===== config.mk =====
export PLATFORM = sky130hd
export DESIGN_NAME = cic_top
export DESIGN_NICKNAME = d
export VERILOG_FILES = /design/src/include/cic_pkg.sv /design/src/rtl/cic_timer_gate.sv /design/src/rtl/cic_level_stack.sv /design/src/rtl/cic_top.sv
export SDC_FILE = /design/constraint.sdc
export NUM_CORES = 1
export LEC_CHECK = 0
export BUFFER_PORTS_ARGS = -buffer_cell sky130_fd_sc_hd__buf_2
export CAP_MARGIN = 20
export CORE_MARGIN = 4
export CORE_UTILIZATION = 40
export CTS_BUF_LIST = sky130_fd_sc_hd__clkbuf_16
export CTS_CLUSTER_DIAMETER = 200
export DETAILED_ROUTE_END_ITERATION = 8
export HOLD_SLACK_MARGIN = 0.05
export PLACE_DENSITY = 0.72
export SYNTH_ARGS = -nofsm -noshare
export SYNTH_HDL_FRONTEND = slang
export SYNTH_SLANG_ARGS = --single-unit

===== constraint.sdc =====
create_clock -name clk -period 3.53 [get_ports clk]
set_input_delay 0.706 -clock clk [delete_from_list [all_inputs] [get_ports clk]]
set_output_delay 0.706 -clock clk [all_outputs]
set_load 0.05 [all_outputs]

===== src/include/cic_pkg.sv =====
// package: constants and types of the central interrupt control block
package cic_pkg;
  // ------------------------------------------------------------
  // register map
  // ------------------------------------------------------------
  localparam logic [7:0] CIC_CTRL_ADDR = 8'he6;
  localparam logic [7:0] CIC_CTRL_RESET = 8'h87;
  // ------------------------------------------------------------
  // field positions
  // ------------------------------------------------------------
  localparam int CIC_GLOBAL_TIMER_COUNT_ENABLE_BIT = 7;
  localparam int CIC_TLP_BIT = 6;
  localparam int CIC_TLS_BIT = 5;
  localparam int CIC_IEN_BIT = 4;
  localparam int CIC_IAM_BIT = 3;
  localparam int CIC_CPL_LSB = 0;
  localparam int CIC_CPL_W = 3;
  localparam logic [2:0] CIC_CPL_LOWEST = 3'h7;
  localparam int CIC_NEST_DEPTH = 8;
  localparam int CIC_TIMERS = 2;
  // ------------------------------------------------------------
  // cpu run state
  // ------------------------------------------------------------
  typedef enum logic [1:0] {
    CIC_RUN,
    CIC_WAIT,
    CIC_WAIT_DMA
  } cic_run_e;
endpackage


===== src/rtl/cic_timer_gate.sv =====
// module: per-timer count enable gating with the global enable
`timescale 1ns/1ps
module cic_timer_gate
  import cic_pkg::*;
#(
  parameter int N = CIC_TIMERS
) (
  // clock and reset
  input wire logic clk,
  input wire logic rst_b,
  // enables
  input wire logic global_en,
  input wire logic [N-1:0] timer_ce,
  // gated result
  output logic [N-1:0] timer_count_en
);
  initial begin
    if (N < 1) begin
      $error("timer count must be at least one");
    end
  end

  typedef struct packed {
    logic [N-1:0] en;
  } cic_tg_s;

  cic_tg_s s_q;
  cic_tg_s s_d;

  // each timer counts only when both enables are set
  always_comb begin
    s_d = s_q;
    for (int i = 0; i < N; i++) begin
      s_d.en[i] = global_en & timer_ce[i];
    end
  end

  // state register
  always_ff @(posedge clk or negedge rst_b) begin
    if (!rst_b) begin
      s_q <= '0;
    end else begin
      s_q <= s_d;
    end
  end

  assign timer_count_en = s_q.en;
endmodule


===== src/rtl/cic_level_stack.sv =====
// module: stack of saved priority levels for nested service
`timescale 1ns/1ps
module cic_level_stack
  import cic_pkg::*;
#(
  parameter int DEPTH = CIC_NEST_DEPTH
) (
  // clock and reset
  input wire logic clk,
  input wire logic rst_b,
  // push and pop
  input wire logic push,
  input wire logic [2:0] push_level,
  input wire logic pop,
  // top of stack
  output logic [2:0] top_level,
  output logic empty
);
  localparam int PW = $clog2(DEPTH + 1);
  initial begin
    if (DEPTH < 1) begin
      $error("stack depth must be at least one");
    end
  end

  typedef struct packed {
    logic [DEPTH-1:0][2:0] mem;
    logic [PW-1:0] cnt;
  } cic_ls_s;

  cic_ls_s s_q;
  cic_ls_s s_d;

  // push saves a level, pop drops it; full stack ignores push
  always_comb begin
    s_d = s_q;
    if (pop && s_q.cnt != '0) begin
      s_d.cnt = s_q.cnt - PW'(1);
    end else if (push && s_q.cnt != PW'(DEPTH)) begin
      s_d.mem[s_q.cnt] = push_level;
      s_d.cnt = s_q.cnt + PW'(1);
    end
  end

  // state register
  always_ff @(posedge clk or negedge rst_b) begin
    if (!rst_b) begin
      s_q <= '0;
    end else begin
      s_q <= s_d;
    end
  end

  assign empty = (s_q.cnt == '0);
  assign top_level = empty ? CIC_CPL_LOWEST : s_q.mem[s_q.cnt - PW'(1)];
endmodule


===== src/rtl/cic_top.sv =====
// module: central interrupt control register and arbitration state
`timescale 1ns/1ps
// Function
// reset loads the control register with 0x87.
// control register sits at system register address 0xe6.
// global timer enable ANDed with each timer enable.
// top-level pending set by hardware on a top-level request.
// software setting top-level pending acts like a real request.
// select set needs accept enable and nest mask; clear needs mask only.
// accept enable clear blocks all but the non-maskable interrupt; here a pending top-level request with select clear is also accepted.
// concurrent mode clears accept enable on ack, sets it on return.
// enable and disable instructions set and clear accept enable.
// bit 3 selects concurrent (0) or nested (1) arbitration, software only.
// bits 2..0 hold current level, 000 highest, 111 lowest.
// requests are compared to the current level before acceptance.
// current level written by hardware on service and by software.
// preemption saves the previous level until return.
// wait instruction halts execution until an enabled interrupt.
// dma during wait is serviced, then the wait resumes.
// acknowledging a top-level interrupt clears its pending bit.
module cic_top
  import cic_pkg::*;
#(
  parameter int TIMERS = CIC_TIMERS,
  parameter int DEPTH = CIC_NEST_DEPTH
) (
  // clock and reset
  input wire logic clk,
  input wire logic rst_b,
  // register access
  input wire logic reg_wr,
  input wire logic reg_rd,
  input wire logic [7:0] reg_addr,
  input wire logic [7:0] reg_wdata,
  output logic [7:0] reg_rdata,
  output logic reg_hit,
  // instruction events
  input wire logic enable_interrupts_instr,
  input wire logic disable_interrupts_instr,
  input wire logic return_from_interrupt_instr,
  input wire logic wait_for_interrupt_instr,
  // interrupt sources
  input wire logic top_level_req,
  input wire logic top_level_nest_mask,
  input wire logic nmi_req,
  input wire logic irq_req,
  input wire logic [2:0] irq_level,
  input wire logic dma_req,
  input wire logic dma_done,
  // timer gating
  input wire logic [TIMERS-1:0] timer_ce,
  output logic [TIMERS-1:0] timer_count_en,
  // cpu side
  output logic irq_ack,
  output logic top_level_ack,
  output logic nmi_ack,
  output logic cpu_halted,
  output logic dma_grant,
  output logic [7:0] central_irq_control
);
  initial begin
    if (DEPTH < 1 || TIMERS < 1) begin
      $error("depth and timer count must be at least one");
    end
  end

  // ------------------------------------------------------------
  // state
  // ------------------------------------------------------------
  typedef struct packed {
    logic global_timer_count_enable;
    logic tlp;
    logic tls;
    logic interrupt_accept_enable;
    logic arbitration_mode_select;
    logic [2:0] cpl;
    logic [7:0] rdata;
    logic hit;
    logic ack;
    logic tl_ack;
    logic nmi_ack;
    logic halted;
    logic dma_grant;
    cic_run_e run;
  } cic_s;

  cic_s s_q;
  cic_s s_d;

  logic stk_push;
  logic stk_pop;
  logic [2:0] stk_top;
  logic stk_empty;
  logic [2:0] push_level;
  logic [7:0] ctrl_now;

  // ------------------------------------------------------------
  // sub blocks
  // ------------------------------------------------------------
  cic_timer_gate #(
    .N(TIMERS)
  ) u_gate (
    .clk(clk),
    .rst_b(rst_b),
    .global_en(s_q.global_timer_count_enable),
    .timer_ce(timer_ce),
    .timer_count_en(timer_count_en)
  );

  cic_level_stack #(
    .DEPTH(DEPTH)
  ) u_stack (
    .clk(clk),
    .rst_b(rst_b),
    .push(stk_push),
    .push_level(push_level),
    .pop(stk_pop),
    .top_level(stk_top),
    .empty(stk_empty)
  );

  // current register image
  assign ctrl_now = {s_q.global_timer_count_enable, s_q.tlp, s_q.tls, s_q.interrupt_accept_enable, s_q.arbitration_mode_select, s_q.cpl};

  // ------------------------------------------------------------
  // next state
  // ------------------------------------------------------------
  logic wr_hit;
  logic tl_ok;
  logic irq_ok;
  logic any_ok;

  always_comb begin
    s_d = s_q;
    stk_push = 1'b0;
    stk_pop = 1'b0;
    push_level = s_q.cpl;
    wr_hit = reg_wr && (reg_addr == CIC_CTRL_ADDR);
    s_d.ack = 1'b0;
    s_d.tl_ack = 1'b0;
    s_d.nmi_ack = 1'b0;
    s_d.hit = reg_rd && (reg_addr == CIC_CTRL_ADDR);
    s_d.rdata = s_d.hit ? ctrl_now : 8'h00;

    // software writes take effect first; hardware events override
    if (wr_hit) begin
      s_d.global_timer_count_enable = reg_wdata[CIC_GLOBAL_TIMER_COUNT_ENABLE_BIT];
      s_d.tlp = reg_wdata[CIC_TLP_BIT];
      s_d.tls = reg_wdata[CIC_TLS_BIT];
      s_d.interrupt_accept_enable = reg_wdata[CIC_IEN_BIT];
      s_d.arbitration_mode_select = reg_wdata[CIC_IAM_BIT];
      s_d.cpl = reg_wdata[CIC_CPL_LSB +: CIC_CPL_W];
    end
    if (enable_interrupts_instr) begin
      s_d.interrupt_accept_enable = 1'b1;
    end
    if (disable_interrupts_instr) begin
      s_d.interrupt_accept_enable = 1'b0;
    end

    // return restores the saved level and re-enables in concurrent mode
    if (return_from_interrupt_instr) begin
      if (!s_q.arbitration_mode_select) begin
        s_d.interrupt_accept_enable = 1'b1;
      end
      s_d.cpl = stk_top;
      stk_pop = 1'b1;
    end

    // hardware top-level request sets pending; set beats a clearing write
    if (top_level_req) begin
      s_d.tlp = 1'b1;
    end

    // acceptance checks
    tl_ok = s_q.tlp && top_level_nest_mask && (!s_q.tls || s_q.interrupt_accept_enable);
    irq_ok = irq_req && s_q.interrupt_accept_enable && (irq_level < s_q.cpl);
    any_ok = 1'b0;

    if (nmi_req) begin
      s_d.nmi_ack = 1'b1;
      any_ok = 1'b1;
    end else if (tl_ok && !return_from_interrupt_instr) begin
      s_d.tl_ack = 1'b1;
      // a same-cycle hardware or software set beats the clear
      s_d.tlp = top_level_req || (wr_hit && reg_wdata[CIC_TLP_BIT]);
      any_ok = 1'b1;
    end else if (irq_ok && !return_from_interrupt_instr) begin
      s_d.ack = 1'b1;
      stk_push = 1'b1;
      push_level = s_q.cpl;
      s_d.cpl = irq_level;
      if (!s_q.arbitration_mode_select) begin
        s_d.interrupt_accept_enable = 1'b0;
      end
      any_ok = 1'b1;
    end

    // run state: wait, dma inside wait
    case (s_q.run)
      CIC_RUN: begin
        if (wait_for_interrupt_instr && !any_ok) begin
          s_d.run = CIC_WAIT;
        end
      end
      CIC_WAIT: begin
        if (any_ok) begin
          s_d.run = CIC_RUN;
        end else if (dma_req) begin
          s_d.run = CIC_WAIT_DMA;
        end
      end
      CIC_WAIT_DMA: begin
        if (dma_done) begin
          s_d.run = CIC_WAIT;
        end
      end
      default: begin
        s_d.run = CIC_RUN;
      end
    endcase
    s_d.halted = (s_d.run == CIC_WAIT);
    s_d.dma_grant = (s_d.run == CIC_WAIT_DMA);
  end

  // ------------------------------------------------------------
  // state register
  // ------------------------------------------------------------
  always_ff @(posedge clk or negedge rst_b) begin
    if (!rst_b) begin
      s_q <= '0;
      s_q.global_timer_count_enable <= CIC_CTRL_RESET[CIC_GLOBAL_TIMER_COUNT_ENABLE_BIT];
      s_q.tlp <= CIC_CTRL_RESET[CIC_TLP_BIT];
      s_q.tls <= CIC_CTRL_RESET[CIC_TLS_BIT];
      s_q.interrupt_accept_enable <= CIC_CTRL_RESET[CIC_IEN_BIT];
      s_q.arbitration_mode_select <= CIC_CTRL_RESET[CIC_IAM_BIT];
      s_q.cpl <= CIC_CTRL_RESET[CIC_CPL_LSB +: CIC_CPL_W];
      s_q.run <= CIC_RUN;
    end else begin
      s_q <= s_d;
    end
  end

  // outputs straight from flip-flops
  assign reg_rdata = s_q.rdata;
  assign reg_hit = s_q.hit;
  assign irq_ack = s_q.ack;
  assign top_level_ack = s_q.tl_ack;
  assign nmi_ack = s_q.nmi_ack;
  assign cpu_halted = s_q.halted;
  assign dma_grant = s_q.dma_grant;
  assign central_irq_control = ctrl_now;
endmodule


# Word level (Yosys, flattened, before mapping)
# Cells that the tools add are included.
[word_totals] regBits=54 inputBits=35 output_inout_bits=24 elab_cells=101
[classes] n_addsub=2 magnitude_cmp=4 eq_ne=6 n_mux=39 bitwise_logic=3 n_reduce_logical=23
[op_table] op="bitwise mux 24 bit" n=1
[op_table] op="2-to-1 mux 3 bit" n=7
[op_table] op="2-to-1 mux 1 bit" n=19
[op_table] op="logical AND 1 bit" n=13
[op_table] op="2-to-1 mux 2 bit" n=5
[op_table] op="binary-select mux 3 bit (select 3 bit)" n=1
[op_table] op="demux 3 bit (select 3 bit)" n=1
[op_table] op="== test 8 bit, second input constant" n=1
[op_table] op="< comparator 4 bit, second input constant" n=2
[op_table] op="2-to-1 mux 4 bit" n=2
[op_table] op="2-to-1 mux 8 bit" n=1
[op_table] op="2-to-1 mux 7 bit" n=1
[op_table] op="one-hot mux 2 bit (3 select lines)" n=1
[op_table] op="adder 4 x 1 -> 4 bit, second input constant" n=1
[op_table] op="== test 2 x 1 -> 1 bit, second input constant" n=2
[op_table] op="== test 2 bit, second input constant" n=2
[op_table] op=">= comparator 4 x 1 -> 1 bit, second input constant" n=1
[op_table] op="zero test 4 bit" n=1
[op_table] op="inequality test 4 bit, second input constant" n=1
[op_table] op="nonzero test 4 bit" n=1
[op_table] op="subtractor 4 x 1 -> 4 bit, second input constant" n=1
[op_table] op="zero test 1 bit" n=3
[op_table] op="< comparator 3 bit" n=1
[op_table] op="bitwise AND 1 bit" n=2
[op_table] op="other kinds (5)" n=6

# Longest topological paths before layout
# Gate-level depths: netlist of the first run.
[logic_depth] ltp_word=11 depth_mapped=11 ltp_nobuf=8

# Cells and area by module
# From an unflattened synthesis of the first run, not the netlist that was laid out.
[hier_totals] cells_unflattened=242 hier_area_um2=2891.5
[modules_own_cells] module="cic_level_stack" instances=1 cells_each=126 area_per_inst_um2=1529.0 seq_area_each_um2=700.7
[modules_own_cells] module="cic_top" instances=1 cells_each=112 area_per_inst_um2=1300.0 seq_area_each_um2=605.6
[modules_own_cells] module="cic_timer_gate" instances=1 cells_each=4 area_per_inst_um2=62.6 seq_area_each_um2=50.0

# Least setup slack after synthesis of the first run
# Ideal clock, no wire load.
[synth_timing] path_kind="register to register" from="register s_q (netlist bit central_irq_control[1])" to="register u_stack.s_q[13] in the netlist's numbering" setup_time_ns=0.125 arrival_time_ns=2.358 required_time_ns=3.405 path_slack_ns=1.048 path_stages_with_launch=10 n_path_buf=2 synth_period_minus_slack_ns=2.482 cell_sequence="dfstp_2 > clkbuf_1 > inv_1 > ha_1 > o21ai_0 > o21ai_1 > or3_1 > buf_6 > nor4_4 > mux2_2"
[synth_via] elab_chain_cells=8
[synth_lines] item="start, declared" line_no="cic_top.sv:87" source="cic_s s_q;"
[synth_lines] item="< comparator 3 bit" line_no="cic_top.sv:177" source="irq_ok = irq_req && s_q.interrupt_accept_enable && (irq_level < s_q.cpl);"
[synth_lines] item="logical AND 1 bit" line_no="cic_top.sv:177"
[synth_lines] item="logical AND 1 bit" line_no="cic_top.sv:188" source="end else if (irq_ok && !return_from_interrupt_instr) begin"
[synth_lines] item="2-to-1 mux 1 bit" line_no="cic_top.sv:188"
[synth_lines] item="2-to-1 mux 1 bit" line_no="cic_top.sv:183" source="end else if (tl_ok && !return_from_interrupt_instr) begin"
[synth_lines] item="2-to-1 mux 1 bit" line_no="cic_top.sv:180" source="if (nmi_req) begin"
[synth_lines] item="logical AND 1 bit" line_no="cic_level_stack.sv:39" source="end else if (push && s_q.cnt != PW'(DEPTH)) begin"
[synth_lines] item="AND reduction 2 bit (no line)"
[synth_lines] item="end signal, assigned" line_no="cic_level_stack.sv:48" source="s_q <= '0;"
[synth_lines] item="end signal, assigned" line_no="cic_level_stack.sv:50" source="s_q <= s_d;"
[synth_lines] item="end, declared" line_no="cic_level_stack.sv:31" source="cic_ls_s s_q;"
# No other way between the ends.
# A chain may end at the register's enable or synchronous reset.

# Final worst setup path of the first run
[layout_timing] from="register s_q (netlist bit central_irq_control[2])" to="register u_stack.s_q[25] in the netlist's numbering"
# The elaborated chain is that of the path after synthesis.

==> results of run 1 <==
-- worst reg2reg max path: cells and delay by family, from the launching register on --
kind / cells / cell delay, ns
mux: 1 / 0.35
flops: 1 / 0.68
fa+ha+maj: 1 / 0.17
compound gates: 1 / 0.10
buf+inv: 2 / 0.27
simple gates: 3 / 1.00
-- power by group --
part           total (mW)  internal, mW  leakage [nW]  switching, mW
sequential          0.979         0.769         0.713          0.210
clock               0.555         0.336        0.0842          0.219
combinational       0.707         0.335         0.823          0.372
-- cells in the mapped netlist (2+ instances only) --
cell type  number  area [um^2]
a21oi_1         7         35.0
buf_4          16          120
a22o_1          2         17.5
mux2_2         18          203
mux2_1          6         67.6
a31oi_1         2         12.5
and3_1         10         62.6
ha_1            5         62.6
nor2_1          8         30.0
nor2b_1         4         25.0
mux2i_1         5         50.1
mux4_2          6          135
o21a_1          3         22.5
o32ai_1         3         26.3
nand4_1         2         12.5
a211oi_1        3         22.5
inv_1           8         30.0
nor3_1          2         10.0
dfrtp_1        50         1250
nand2b_1        4         25.0
mux2_4          3         45.0
and2_1          3         18.8
clkbuf_1        8         30.0
o22ai_1         4         25.0
nand3_2         2         20.0
dfstp_2         4          105
nand2_1        12         45.0
-- how the worst max path moves through the flow --
| stage | start | endpoint | slack [ns] |
|---|---|---|---|
| 2_1_floorplan | central_irq_control[1] | u_stack.s_q[13] | 1.05 |
| 6_report | central_irq_control[2] | u_stack.s_q[25] | 0.84 |
| 5_1_grt | central_irq_control[1] | u_stack.s_q[25] | 0.63 |
| 3_5_place_dp | irq_level[2] | u_stack.s_q[26] | 0.77 |
| 3_3_place_gp | irq_level[1] | u_stack.s_q[25] | 0.80 |
| 4_1_cts | central_irq_control[1] | u_stack.s_q[27] | 0.86 |
-- layer usage --
metal | vias up | wire length [um] | part of all wire [%] | GRT usage [%]
met5 | - | 0 | 0 | 0
met4 | 0 | 76 | 1.3 | 4.40
met3 | 10 | 363 | 6.2 | 4.06
met2 | 69 | 2830 | 48 | 23.9
met1 | 904 | 2570 | 44 | 18.3
li1 | 888 | - | - | -
-- sequential cells by signal, summed over array words and instances, names as in the netlist --
name	flops
irq_ack	1
central_irq_control	8
dma_grant	1
reg_hit	1
reg_rdata	8
top_level_ack	1
cpu_halted	1
s_q	2
nmi_ack	1
u_stack.s_q	28
u_gate.timer_count_en	2
-- area by class of cell --
cell class / count / area [um^2] / area share, %
inverter: 9 / 38.8 / 1.23
sequential: 54 / 1360 / 43.0
clock inverter: 3 / 43.8 / 1.39
clock buffer: 5 / 125 / 3.97
timing repair buffer: 60 / 305 / 9.69
multi-input combinational: 136 / 1180 / 37.5
tap: 80 / 100 / 3.18
-- layout by cell type (no fill, tap or decap), drive strengths merged, types with 2 or more instances in the layout --
cell type | synthesis | layout
nand2b | 4 | 4
a211oi | 3 | 3
nor4 | 2 | 2
and2 | 3 | 3
o21a | 3 | 3
nand2 | 12 | 12
nor2b | 4 | 4
clkinv | 1 | 2
nor3 | 2 | 2
nand3 | 3 | 3
clkbuf | 8 | 5
inv | 8 | 9
nand4b | 2 | 2
and3 | 10 | 10
dfstp | 4 | 4
nor3b | 2 | 2
dfrtp | 50 | 50
o32ai | 3 | 3
nor2 | 8 | 8
nand4 | 2 | 2
a21oi | 7 | 7
mux2i | 5 | 5
o22ai | 4 | 4
ha | 5 | 5
mux2 | 27 | 27
a22o | 2 | 2
a31oi | 2 | 2
buf | 19 | 60
o21ai | 2 | 2
mux4 | 6 | 6
-- cell families after synthesis --
logic type | after synthesis | share of synthesized area, %
adder cells (fa/ha/maj) | 5 | 2.27
multiplexers | 38 | 18.1
flip-flops | 54 | 49.2
AND/OR/NAND/NOR | 59 | 13.7
AO/OA/AOI/OAI | 33 | 8.44
buffers and inverters | 36 | 7.98
XOR/XNOR | 1 | 0.318
-- metrics by stage --
step                utilization, %  instance area [um^2]  power [mW]  hold slack [ns]
finish                        46.6                  3150        2.24            0.422
global route                  46.6                  3150        2.38            0.470
CTS                           46.6                  3150        2.25            0.441
detailed placement            44.1                  2980        1.70            0.482
global placement              44.1                  2980        1.67            0.475
floorplan                        -                  2760        1.53            0.410
==> tab_implementation.tex, run 1 <==
\begin{tabular}{lr}
\hline
Metric & Value \\
\hline
\multicolumn{2}{l}{\textbf{Yosys}} \\
\quad Number of flops mapped to enable cells by yosys & 0 \\
\quad Cell variety after synth & 53 \\
\quad Mean instance size in the synthesized netlist & approximately 12 um\^{}2 \\
\quad Count of warnings emitted by yosys & 0 \\
\quad Fraction of synthesis flops using an asynchronous set or reset pin & 100\% \\
\quad Sequential cell area fraction in the yosys report & 49.2\% \\
\quad Net Count, Synth & approximately 270 \\
\quad Top\_reg\_cell synth & dfrtp\_1 \\
\quad Synth Instances & 226 \\
\quad Cell area after technology mapping & $\sim$2800 um\^{}2 \\
\quad Synthesized flop and latch total & 54 \\
\multicolumn{2}{l}{\textbf{Placement}} \\
\quad Number of buffer cells added on primary ports & slightly below 60 \\
\quad HPWL Detailed & approximately 4300 um \\
\quad Placed cell count & 339 \\
\quad Placer congestion estimate & approximately 0.84 \\
\quad Setup slack at placement & $\sim$0.77 ns \\
\multicolumn{2}{l}{\textbf{Floorplanning}} \\
\quad Initial Util & between 40\% and 50\% \\
\quad Width of the chip & 91.1 um \\
\quad Overall die area & slightly above 8000 um\^{}2 \\
\quad Number of rows created at floorplan & 30 \\
\quad Chip Height & 91.1 um \\
\quad Std-Cell Core Area & between 6000 and 7000 um\^{}2 \\
\quad Ports placed on the boundary & approximately 60 \\
\multicolumn{2}{l}{\textbf{Clock tree}} \\
\quad H-tree level count & 2 \\
\quad Worst-skew pair later-pin latency & approximately 0.29 ns \\
\quad Clock Sinks & between 50 and 60 \\
\quad Maximum count of clock buffers along a single path & 2 \\
\quad Resized Gates After CTS & 0 \\
\quad Post-CTS Setup Repair Bufs & 0 \\
\quad Number of buffers inserted for hold repair after clock tree synthesis & 0 \\
\quad Worst-path clk slew & 0.07 ns \\
\quad Master cell of the clock root buffer & clkbuf\_16 \\
\quad Clock buffers created by TritonCTS & 5 \\
\quad Clock tree from TritonCTS & yes \\
\multicolumn{2}{l}{\textbf{Finish}} \\
\quad Antenna Cells & 0 \\
\quad Fin nets & just over 300 \\
\quad Layout cell share with drive strength beyond 1 & 40.4\% \\
\quad Area Growth Syn to Fin & 14.2\% \\
\quad Fill cell total of the finished layout & roughly 590 \\
\quad Post-Layout Cell Count & 347 \\
\multicolumn{2}{l}{\textbf{Min path}} \\
\quad Worst min-delay path category & in -> async \\
\multicolumn{2}{l}{\textbf{Routing}} \\
\quad Via Count & around 1900 \\
\quad Initial DRC Count & 84 \\
\quad Residual DRC & 0 \\
\quad Average via count per standard cell & between 5 and 6 \\
\quad Total routed wirelength & approximately 5800 um \\
\quad First-pass iteration count of the detailed router & 4 \\
\quad Number of nets with antenna violations after detailed routing & 0 \\
\quad DR WL/cell & approximately 17 um \\
\multicolumn{2}{l}{\textbf{Power}} \\
\quad Power density over cell area & 711 nW/um\^{}2 \\
\quad Reported leakage power & between 1.5 and 2 nW \\
\quad Max IR drop VDD & 0.271 mV \\
\multicolumn{2}{l}{\textbf{Critical path}} \\
\quad R2r worst-path depth & 8 \\
\quad Terminus of the critical flop-to-flop path & u\_stack.s\_q[25] \\
\quad Req. time, crit path & approximately 3.7 ns \\
\quad Worst EP arrival & between 2 and 3 ns \\
\quad Type of destination of the critical path & register \\
\quad Critical path buffers and inverters & 2 \\
\quad Worst reg2reg path startpoint & central\_irq\_control[2] \\
\quad Crit Path Category & reg -> reg \\
\quad FF-to-FF setup slack & 0.84 ns \\
\quad Max stage delay cell, worst path & dfstp\_2 \\
\quad Kind of cell adding the most delay to the critical path & simple AND/OR/NAND/NOR gates \\
\quad Maximum single-stage delay on the critical path & between 0.6 and 0.7 ns \\
\quad Critical path, cell by cell & inv\_1 -> ha\_1 -> and4bb\_1 -> o21ai\_1 -> or3\_1 -> clkinv\_4 -> and3\_1 -> mux2\_2 \\
\quad Sort of element at the start of the critical path & register \\
\quad Count of cell instances traversed by the critical path & 8 \\
\quad Largest fanout on the critical path & 13 \\
\multicolumn{2}{l}{\textbf{Global route}} \\
\quad Number of antenna violations at the first check in global routing & 0 \\
\quad Residual overflow from global routing & 0 \\
\quad Via count of the first global-routing pass & roughly 1900 \\
\quad Overall Global Routing Usage & around 14\% \\
\quad Pin count of the biggest net entering global routing & 30 \\
\quad First-pass GRT wire length & 9620 um \\
\multicolumn{2}{l}{\textbf{Job}} \\
\quad Max-Cap Viols & 0 \\
\multicolumn{2}{l}{\textbf{Timing}} \\
\quad Final worst clock skew & 0.00858 ns \\
\quad Tcrit/Tclk final & $\sim$76\% \\
\quad Unrepaired setup endpoints after global routing & false \\
\quad Post-route minimum period & around 2.7 ns \\
\quad Number of hold-slack violations in the final timing report & 0 \\
\quad Slew Viols, Final & 0 \\
\quad Highest Clock Rate & 372 MHz \\
\quad Sum of negative setup slack & 0 ns \\
\quad Rel. slew slack & 59.1\% \\
\quad Final setup violation count & 0 \\
\quad Least-Margin Pin Slew & 0.614 ns \\
\quad Least setup slack across all paths after layout & about 0.84 ns \\
\multicolumn{2}{l}{\textbf{Status}} \\
\quad Status & complete, no violations \\
\hline
\end{tabular}
Note: power is estimated with default switching activity, not from simulation.
==> inputs of run 2 (changes only) <==
- clock period: 3.53 -> 2.7 ns (I/O delays scaled with it)
==> tab_implementation.tex, run 2 (synthesized netlist as in run 1, its figures left out) <==
\begin{tabular}{lr}
\hline
Metric & Value \\
\hline
\multicolumn{2}{l}{\textbf{Critical path}} \\
\quad Type of destination of the critical path & register \\
\quad Sort of element at the start of the critical path & register \\
\quad Maximum single-stage delay on the critical path & 0.53 ns (-0.15 ns) \\
\quad Max stage delay cell, worst path & dfstp\_2 \\
\quad Critical path, cell by cell & inv\_1 -> ha\_1 -> o21ai\_0 -> o21ai\_1 -> or3\_1 -> clkinv\_4 -> and3\_1 -> mux2\_2 \\
\quad Req. time, crit path & 2.88 ns (-0.82 ns) \\
\quad Kind of cell adding the most delay to the critical path & simple AND/OR/NAND/NOR gates \\
\quad Critical path buffers and inverters & 2 (unchanged) \\
\quad Largest fanout on the critical path & 13 (unchanged) \\
\quad Worst reg2reg path startpoint & central\_irq\_control[1] \\
\quad Worst EP arrival & 2.68 ns (-0.18 ns) \\
\quad Worst setup path startpoint & central\_irq\_control[1] \\
\quad Crit Path Category & reg -> reg \\
\multicolumn{2}{l}{\textbf{Clock tree}} \\
\quad Worst-skew pair later-pin latency & 0.29 ns (about the same) \\
\quad H-tree level count & 2 (unchanged) \\
\quad Worst-path clk slew & 0.07 ns (about the same) \\
\quad Master cell of the clock root buffer & clkbuf\_16 \\
\quad Post-CTS Setup Repair Bufs & 0 (unchanged) \\
\quad Number of buffers inserted for hold repair after clock tree synthesis & 0 (unchanged) \\
\quad Clock tree from TritonCTS & yes \\
\quad Clock buffers created by TritonCTS & 5 (unchanged) \\
\quad Maximum count of clock buffers along a single path & 2 (unchanged) \\
\quad Resized Gates After CTS & 0 (unchanged) \\
\quad Clock Sinks & 54 (unchanged) \\
\multicolumn{2}{l}{\textbf{Finish}} \\
\quad Antenna Cells & 0 (unchanged) \\
\quad Fin nets & 312 (+2.0\%) \\
\quad Most common cell after layout, fill and taps aside & buf\_2 \\
\quad Area Growth Syn to Fin & 15.2\% \\
\quad Largest register FFs & 28 (unchanged) \\
\quad Layout cell share with drive strength beyond 1 & 41.8\% (+1.3 points) \\
\quad Top library cells by usage in the layout, fill and taps aside & buf\_2 (58), dfrtp\_1 (50), mux2\_2 (18) \\
\quad Most flops, register & u\_stack.s\_q \\
\quad Final core utilization & 47.1\% (+0.41 points) \\
\multicolumn{2}{l}{\textbf{Floorplanning}} \\
\quad Ports placed on the boundary & 59 (unchanged) \\
\quad Std-Cell Core Area & 6760 um\^{}2 (unchanged) \\
\quad Initial Util & 40.8\% (unchanged) \\
\quad Number of rows created at floorplan & 30 (unchanged) \\
\quad Overall die area & 8290 um\^{}2 (unchanged) \\
\quad Width of the chip & 91.1 um (unchanged) \\
\quad Chip Height & 91.1 um (unchanged) \\
\multicolumn{2}{l}{\textbf{Timing}} \\
\quad Final setup violation count & 0 (unchanged) \\
\quad Tcrit/Tclk final & 92.7\% (+17 points) \\
\quad Final worst clock skew & 0.00446 ns (-0.00412 ns) \\
\quad Least setup slack across all paths after layout & 0.198 ns (-0.645 ns) \\
\quad Sum of negative setup slack & 0 ns (unchanged) \\
\quad Least-Margin Pin Slew & 0.567 ns (-0.0466 ns) \\
\quad Slew Viols, Final & 0 (unchanged) \\
\quad Final hold slack & 0.240 ns (-0.182 ns) \\
\quad Unrepaired setup endpoints after global routing & false \\
\quad Post-route minimum period & 2.50 ns (-0.185 ns) \\
\quad Number of hold-slack violations in the final timing report & 0 (unchanged) \\
\quad Highest Clock Rate & 400 MHz (+7.4\%) \\
\quad Rel. slew slack & 62.2\% (+3.1 points) \\
\multicolumn{2}{l}{\textbf{Power}} \\
\quad Overall power & 2.91 mW (+30\%) \\
\quad Max IR drop VDD & 0.373 mV (+38\%) \\
\quad Reported leakage power & 1.64 nW (+1.1\%) \\
\quad Power density over cell area & 914 nW/um\^{}2 (+29\%) \\
\multicolumn{2}{l}{\textbf{Global route}} \\
\quad Number of antenna violations at the first check in global routing & 0 (unchanged) \\
\quad Residual overflow from global routing & 0 (unchanged) \\
\quad Pin count of the biggest net entering global routing & 30 (unchanged) \\
\quad First-pass GRT wire length & 9830 um (+2.2\%) \\
\quad Overall Global Routing Usage & 14.7\% (+0.28 points) \\
\quad Via count of the first global-routing pass & 2003 (+4.4\%) \\
\multicolumn{2}{l}{\textbf{Job}} \\
\quad Max-Cap Viols & 0 (unchanged) \\
\multicolumn{2}{l}{\textbf{Routing}} \\
\quad Residual DRC & 0 (unchanged) \\
\quad Number of nets with antenna violations after detailed routing & 0 (unchanged) \\
\quad Initial DRC Count & 108 (+29\%) \\
\quad DR WL/cell & 16.8 um (-0.40\%) \\
\quad Via Count & 1904 (+1.8\%) \\
\quad Average via count per standard cell & 5.39 (about the same) \\
\quad Total routed wirelength & 5920 um (+1.3\%) \\
\quad First-pass iteration count of the detailed router & 4 (unchanged) \\
\multicolumn{2}{l}{\textbf{Placement}} \\
\quad HPWL Detailed & 4420 um (+3.1\%) \\
\quad Placer congestion estimate & 0.897 (+6.6\%) \\
\quad Setup slack at placement & 0.101 ns (-0.672 ns) \\
\quad Number of buffer cells added on primary ports & 58 (unchanged) \\
\multicolumn{2}{l}{\textbf{Min path}} \\
\quad Worst min-delay path category & in -> async \\
\multicolumn{2}{l}{\textbf{Status}} \\
\quad Status & complete, no violations \\
\hline
\end{tabular}
run 2: cell types whose count changed in the layout (fill, tap and decap cells not counted), sizes merged:
cell    before  now
buf         60   66
clkinv       2    4
bufinv       1    0
inv          9    8
run 2: final cells by class:
| cell class | instances | area (um^2) |
|---|---|---|
| Fill cell | 587 | 3580 |
| Sequential cell | 54 | 1360 |
| Multi-Input combinational cell | 136 | 1180 |
| Timing Repair Buffer | 66 | 350 |
| Clock buffer | 5 | 125 |
| Tap cell | 80 | 100 |
| Inverter | 9 | 38.8 |
| Clock inverter | 3 | 26.3 |
run 2: through the flow:
step,area (um^2),std cells
after CTS,3180,353
after detailed placement,3030,345
after global routing,3180,353
final,3180,353
after global placement,3030,345
after floorplan,2760,226
run 2: power breakdown:
| part | total [mW] | switching (mW) | internal, mW | leakage (nW) |
|---|---|---|---|---|
| registers | 1.16 | 0.157 | 1.00 | 0.713 |
| clock network | 0.644 | 0.296 | 0.349 | 0.0740 |
| logic | 1.10 | 0.623 | 0.481 | 0.851 |
run 2: worst paths after layout:
kind | endpoint | slack (ns) | depth (start not counted)
max | u_stack.s_q[26] | 0.20 | 8
min | central_irq_control[4] | 0.24 | 1
max reg2reg | u_stack.s_q[26] | 0.20 | 8
min reg2reg | u_stack.s_q[17] | 0.50 | 1
max in group asynchronous | central_irq_control[7] | 1.65 | 2
min in group clk | central_irq_control[4] | 0.43 | 2
run 2: per-layer routing:
layer | global-route usage [%] | part of all wire, % | up-vias
met1 | 17.9 | 43 | 943
met2 | 25.6 | 50 | 57
li1 | - | - | 893
met3 | 3.23 | 4.9 | 11
met4 | 5.15 | 1.6 | 0
met5 | 0 | 0 | -
run 2: worst register-to-register path, stage by stage (launching register included):
cell	delay, ns
dfstp_2	0.53
inv_1	0.04
ha_1	0.25
o21ai_0	0.18
o21ai_1	0.12
or3_1	0.49
clkinv_4	0.18
and3_1	0.24
mux2_2	0.35
==> inputs of run 3 (changes only) <==
- clock period: 2.7 -> 3.2 ns (I/O delays scaled with it)
==> tab_implementation.tex, run 3 (synthesized netlist as in run 1, its figures left out) <==
\begin{tabular}{lr}
\hline
Metric & Value \\
\hline
\multicolumn{2}{l}{\textbf{Critical path}} \\
\quad Crit Path Category & reg -> reg \\
\quad Req. time, crit path & 3.38 ns (+0.50 ns) \\
\quad Terminus of the critical flop-to-flop path & u\_stack.s\_q[26] \\
\quad Critical path buffers and inverters & 2 (unchanged) \\
\quad Maximum single-stage delay on the critical path & 0.68 ns (+0.15 ns) \\
\quad Critical path, cell by cell & inv\_1 -> ha\_1 -> and4bb\_1 -> o21ai\_1 -> or3\_1 -> clkinv\_4 -> and3\_1 -> mux2\_2 \\
\quad Kind of cell adding the most delay to the critical path & simple AND/OR/NAND/NOR gates \\
\quad Sort of element at the start of the critical path & register \\
\quad Type of destination of the critical path & register \\
\quad Largest fanout on the critical path & 13 (unchanged) \\
\quad Count of cell instances traversed by the critical path & 8 (unchanged) \\
\quad R2r worst-path depth & 8 (unchanged) \\
\quad Crit path capture & u\_stack.s\_q[26] \\
\quad Max stage delay cell, worst path & dfstp\_2 \\
\quad Worst setup path startpoint & central\_irq\_control[2] \\
\quad Worst reg2reg path startpoint & central\_irq\_control[2] \\
\quad FF-to-FF setup slack & 0.50 ns (+0.30 ns) \\
\quad Worst EP arrival & 2.88 ns (+0.20 ns) \\
\multicolumn{2}{l}{\textbf{Finish}} \\
\quad Most flops, register & u\_stack.s\_q \\
\quad Top library cells by usage in the layout, fill and taps aside & buf\_2 (58), dfrtp\_1 (50), mux2\_2 (18) \\
\quad Largest register FFs & 28 (unchanged) \\
\quad Fin nets & 306 (-1.9\%) \\
\quad Fill cell total of the finished layout & 606 (+3.2\%) \\
\quad Post-route cell area & 3160 um\^{}2 (-0.75\%) \\
\quad Area Growth Syn to Fin & 14.4\% \\
\quad Antenna Cells & 0 (unchanged) \\
\quad Layout cell share with drive strength beyond 1 & 40.4\% (-1.3 points) \\
\quad Most common cell after layout, fill and taps aside & buf\_2 \\
\multicolumn{2}{l}{\textbf{Floorplanning}} \\
\quad Initial Util & 40.8\% (unchanged) \\
\quad Ports placed on the boundary & 59 (unchanged) \\
\quad Number of rows created at floorplan & 30 (unchanged) \\
\quad Std-Cell Core Area & 6760 um\^{}2 (unchanged) \\
\quad Chip Height & 91.1 um (unchanged) \\
\quad Overall die area & 8290 um\^{}2 (unchanged) \\
\quad Width of the chip & 91.1 um (unchanged) \\
\multicolumn{2}{l}{\textbf{Global route}} \\
\quad Overall Global Routing Usage & 14.5\% (-0.20 points) \\
\quad Pin count of the biggest net entering global routing & 30 (unchanged) \\
\quad Residual overflow from global routing & 0 (unchanged) \\
\quad Met1 global-route usage & 18.0\% (+0.12 points) \\
\quad Number of antenna violations at the first check in global routing & 0 (unchanged) \\
\quad Met2 usage in global routing & 24.8\% (-0.74 points) \\
\quad Busiest layer in global routing & met2 \\
\quad Global-route track usage on met3 & 3.65\% (+0.41 points) \\
\quad Via count of the first global-routing pass & 1887 (-5.8\%) \\
\quad First-pass GRT wire length & 9680 um (-1.5\%) \\
\multicolumn{2}{l}{\textbf{Clock tree}} \\
\quad Master cell of the clock root buffer & clkbuf\_16 \\
\quad Worst-skew pair later-pin latency & 0.29 ns (about the same) \\
\quad H-tree level count & 2 (unchanged) \\
\quad Number of buffers inserted for hold repair after clock tree synthesis & 0 (unchanged) \\
\quad Clock tree from TritonCTS & yes \\
\quad Clock Sinks & 54 (unchanged) \\
\quad Resized Gates After CTS & 0 (unchanged) \\
\quad Clock buffers created by TritonCTS & 5 (unchanged) \\
\quad Worst-path clk slew & 0.07 ns (about the same) \\
\quad Maximum count of clock buffers along a single path & 2 (unchanged) \\
\quad Post-CTS Setup Repair Bufs & 0 (unchanged) \\
\multicolumn{2}{l}{\textbf{Timing}} \\
\quad Final worst clock skew & 0.00723 ns (+0.00277 ns) \\
\quad Number of hold-slack violations in the final timing report & 0 (unchanged) \\
\quad Rel. slew slack & 59.2\% (-3.0 points) \\
\quad Unrepaired setup endpoints after global routing & false \\
\quad Highest Clock Rate & 370 MHz (-7.4\%) \\
\quad Tcrit/Tclk final & 84.5\% (-8.2 points) \\
\quad Sum of negative setup slack & 0 ns (unchanged) \\
\quad Final setup violation count & 0 (unchanged) \\
\quad Slew Viols, Final & 0 (unchanged) \\
\quad Post-route minimum period & 2.70 ns (+0.201 ns) \\
\quad Least-Margin Pin Slew & 0.613 ns (+0.0454 ns) \\
\multicolumn{2}{l}{\textbf{Placement}} \\
\quad Placer congestion estimate & 0.840 (-6.3\%) \\
\quad HPWL Detailed & 4330 um (-2.1\%) \\
\quad Cell Area, Placed & 2980 um\^{}2 (-1.5\%) \\
\quad Number of buffer cells added on primary ports & 58 (unchanged) \\
\multicolumn{2}{l}{\textbf{Routing}} \\
\quad Number of nets with antenna violations after detailed routing & 0 (unchanged) \\
\quad Residual DRC & 0 (unchanged) \\
\quad Via Count & 1874 (-1.6\%) \\
\quad Total routed wirelength & 5870 um (-0.86\%) \\
\quad Initial DRC Count & 79 (-27\%) \\
\quad Average via count per standard cell & 5.40 (+0.13\%) \\
\quad DR WL/cell & 16.9 um (+0.85\%) \\
\quad First-pass iteration count of the detailed router & 4 (unchanged) \\
\multicolumn{2}{l}{\textbf{Min path}} \\
\quad Worst min-delay path category & in -> async \\
\multicolumn{2}{l}{\textbf{Job}} \\
\quad Max-Cap Viols & 0 (unchanged) \\
\multicolumn{2}{l}{\textbf{Power}} \\
\quad Reported leakage power & 1.62 nW (-1.1\%) \\
\quad Max IR drop VDD & 0.337 mV (-9.7\%) \\
\quad Power density over cell area & 786 nW/um\^{}2 (-14\%) \\
\multicolumn{2}{l}{\textbf{Status}} \\
\quad Status & complete, no violations \\
\hline
\end{tabular}
[run 3: changes by cell type in the layout (fill, tap and decap cells not counted)]
| cell | before | now |
|---|---|---|
| clkinv_4 | 4 | 2 |
| bufinv_16 | 0 | 1 |
| inv_6 | 0 | 1 |
| buf_4 | 8 | 2 |
[run 3: layer usage]
metal	share of wire [%]	vias up	wire (um)
met3	5.2	6	304
met4	0.99	0	58
met1	44	936	2600
met2	50	52	2910
li1	-	880	-
met5	0	-	0
[run 3: worst min path at each step]
| stage | startpoint | to | slack (ns) | cells past startpoint |
|---|---|---|---|---|
| final | rst_b | cpu_halted | 0.35 | 1 |
| after global routing | rst_b | central_irq_control[3] | 0.40 | 1 |
| after CTS | rst_b | reg_rdata[4] | 0.38 | 1 |
| after detailed placement | u_stack.s_q[9] | u_stack.s_q[9] | 0.49 | 1 |
| after global placement | u_stack.s_q[16] | u_stack.s_q[16] | 0.48 | 1 |
| after floorplan | rst_b | central_irq_control[3] | 0.34 | 0 |
[run 3: area by class of cell]
type                       instances  area, um^2  area share, %
tap                               80         100           3.17
inverter                           9        38.8           1.23
timing repair buffer              60         305           9.67
clock buffer                       5         125           3.97
multi-input combinational        136        1180           37.5
sequential                        54        1360           43.0
clock inverter                     3        47.5           1.51
[run 3: power by group]
part	internal, mW	total, mW	switching, mW
Sequential	0.848	1.08	0.228
Clock	0.373	0.622	0.249
Combinational	0.370	0.782	0.412
Total	1.59	2.48	0.889
[run 3: metrics by stage]
stage                     hold slack, ns  total power [mW]  worst slack, ns  util (%)  std cells
final                              0.353              2.48            0.497      46.7        347
after global routing               0.404              2.63            0.212      46.7        347
after CTS                          0.375              2.50            0.502      46.7        347
after detailed placement           0.489              1.87            0.483      44.1        339
after global placement             0.476              1.84            0.538      44.1        339
after floorplan                    0.344              1.68            0.718         -        226
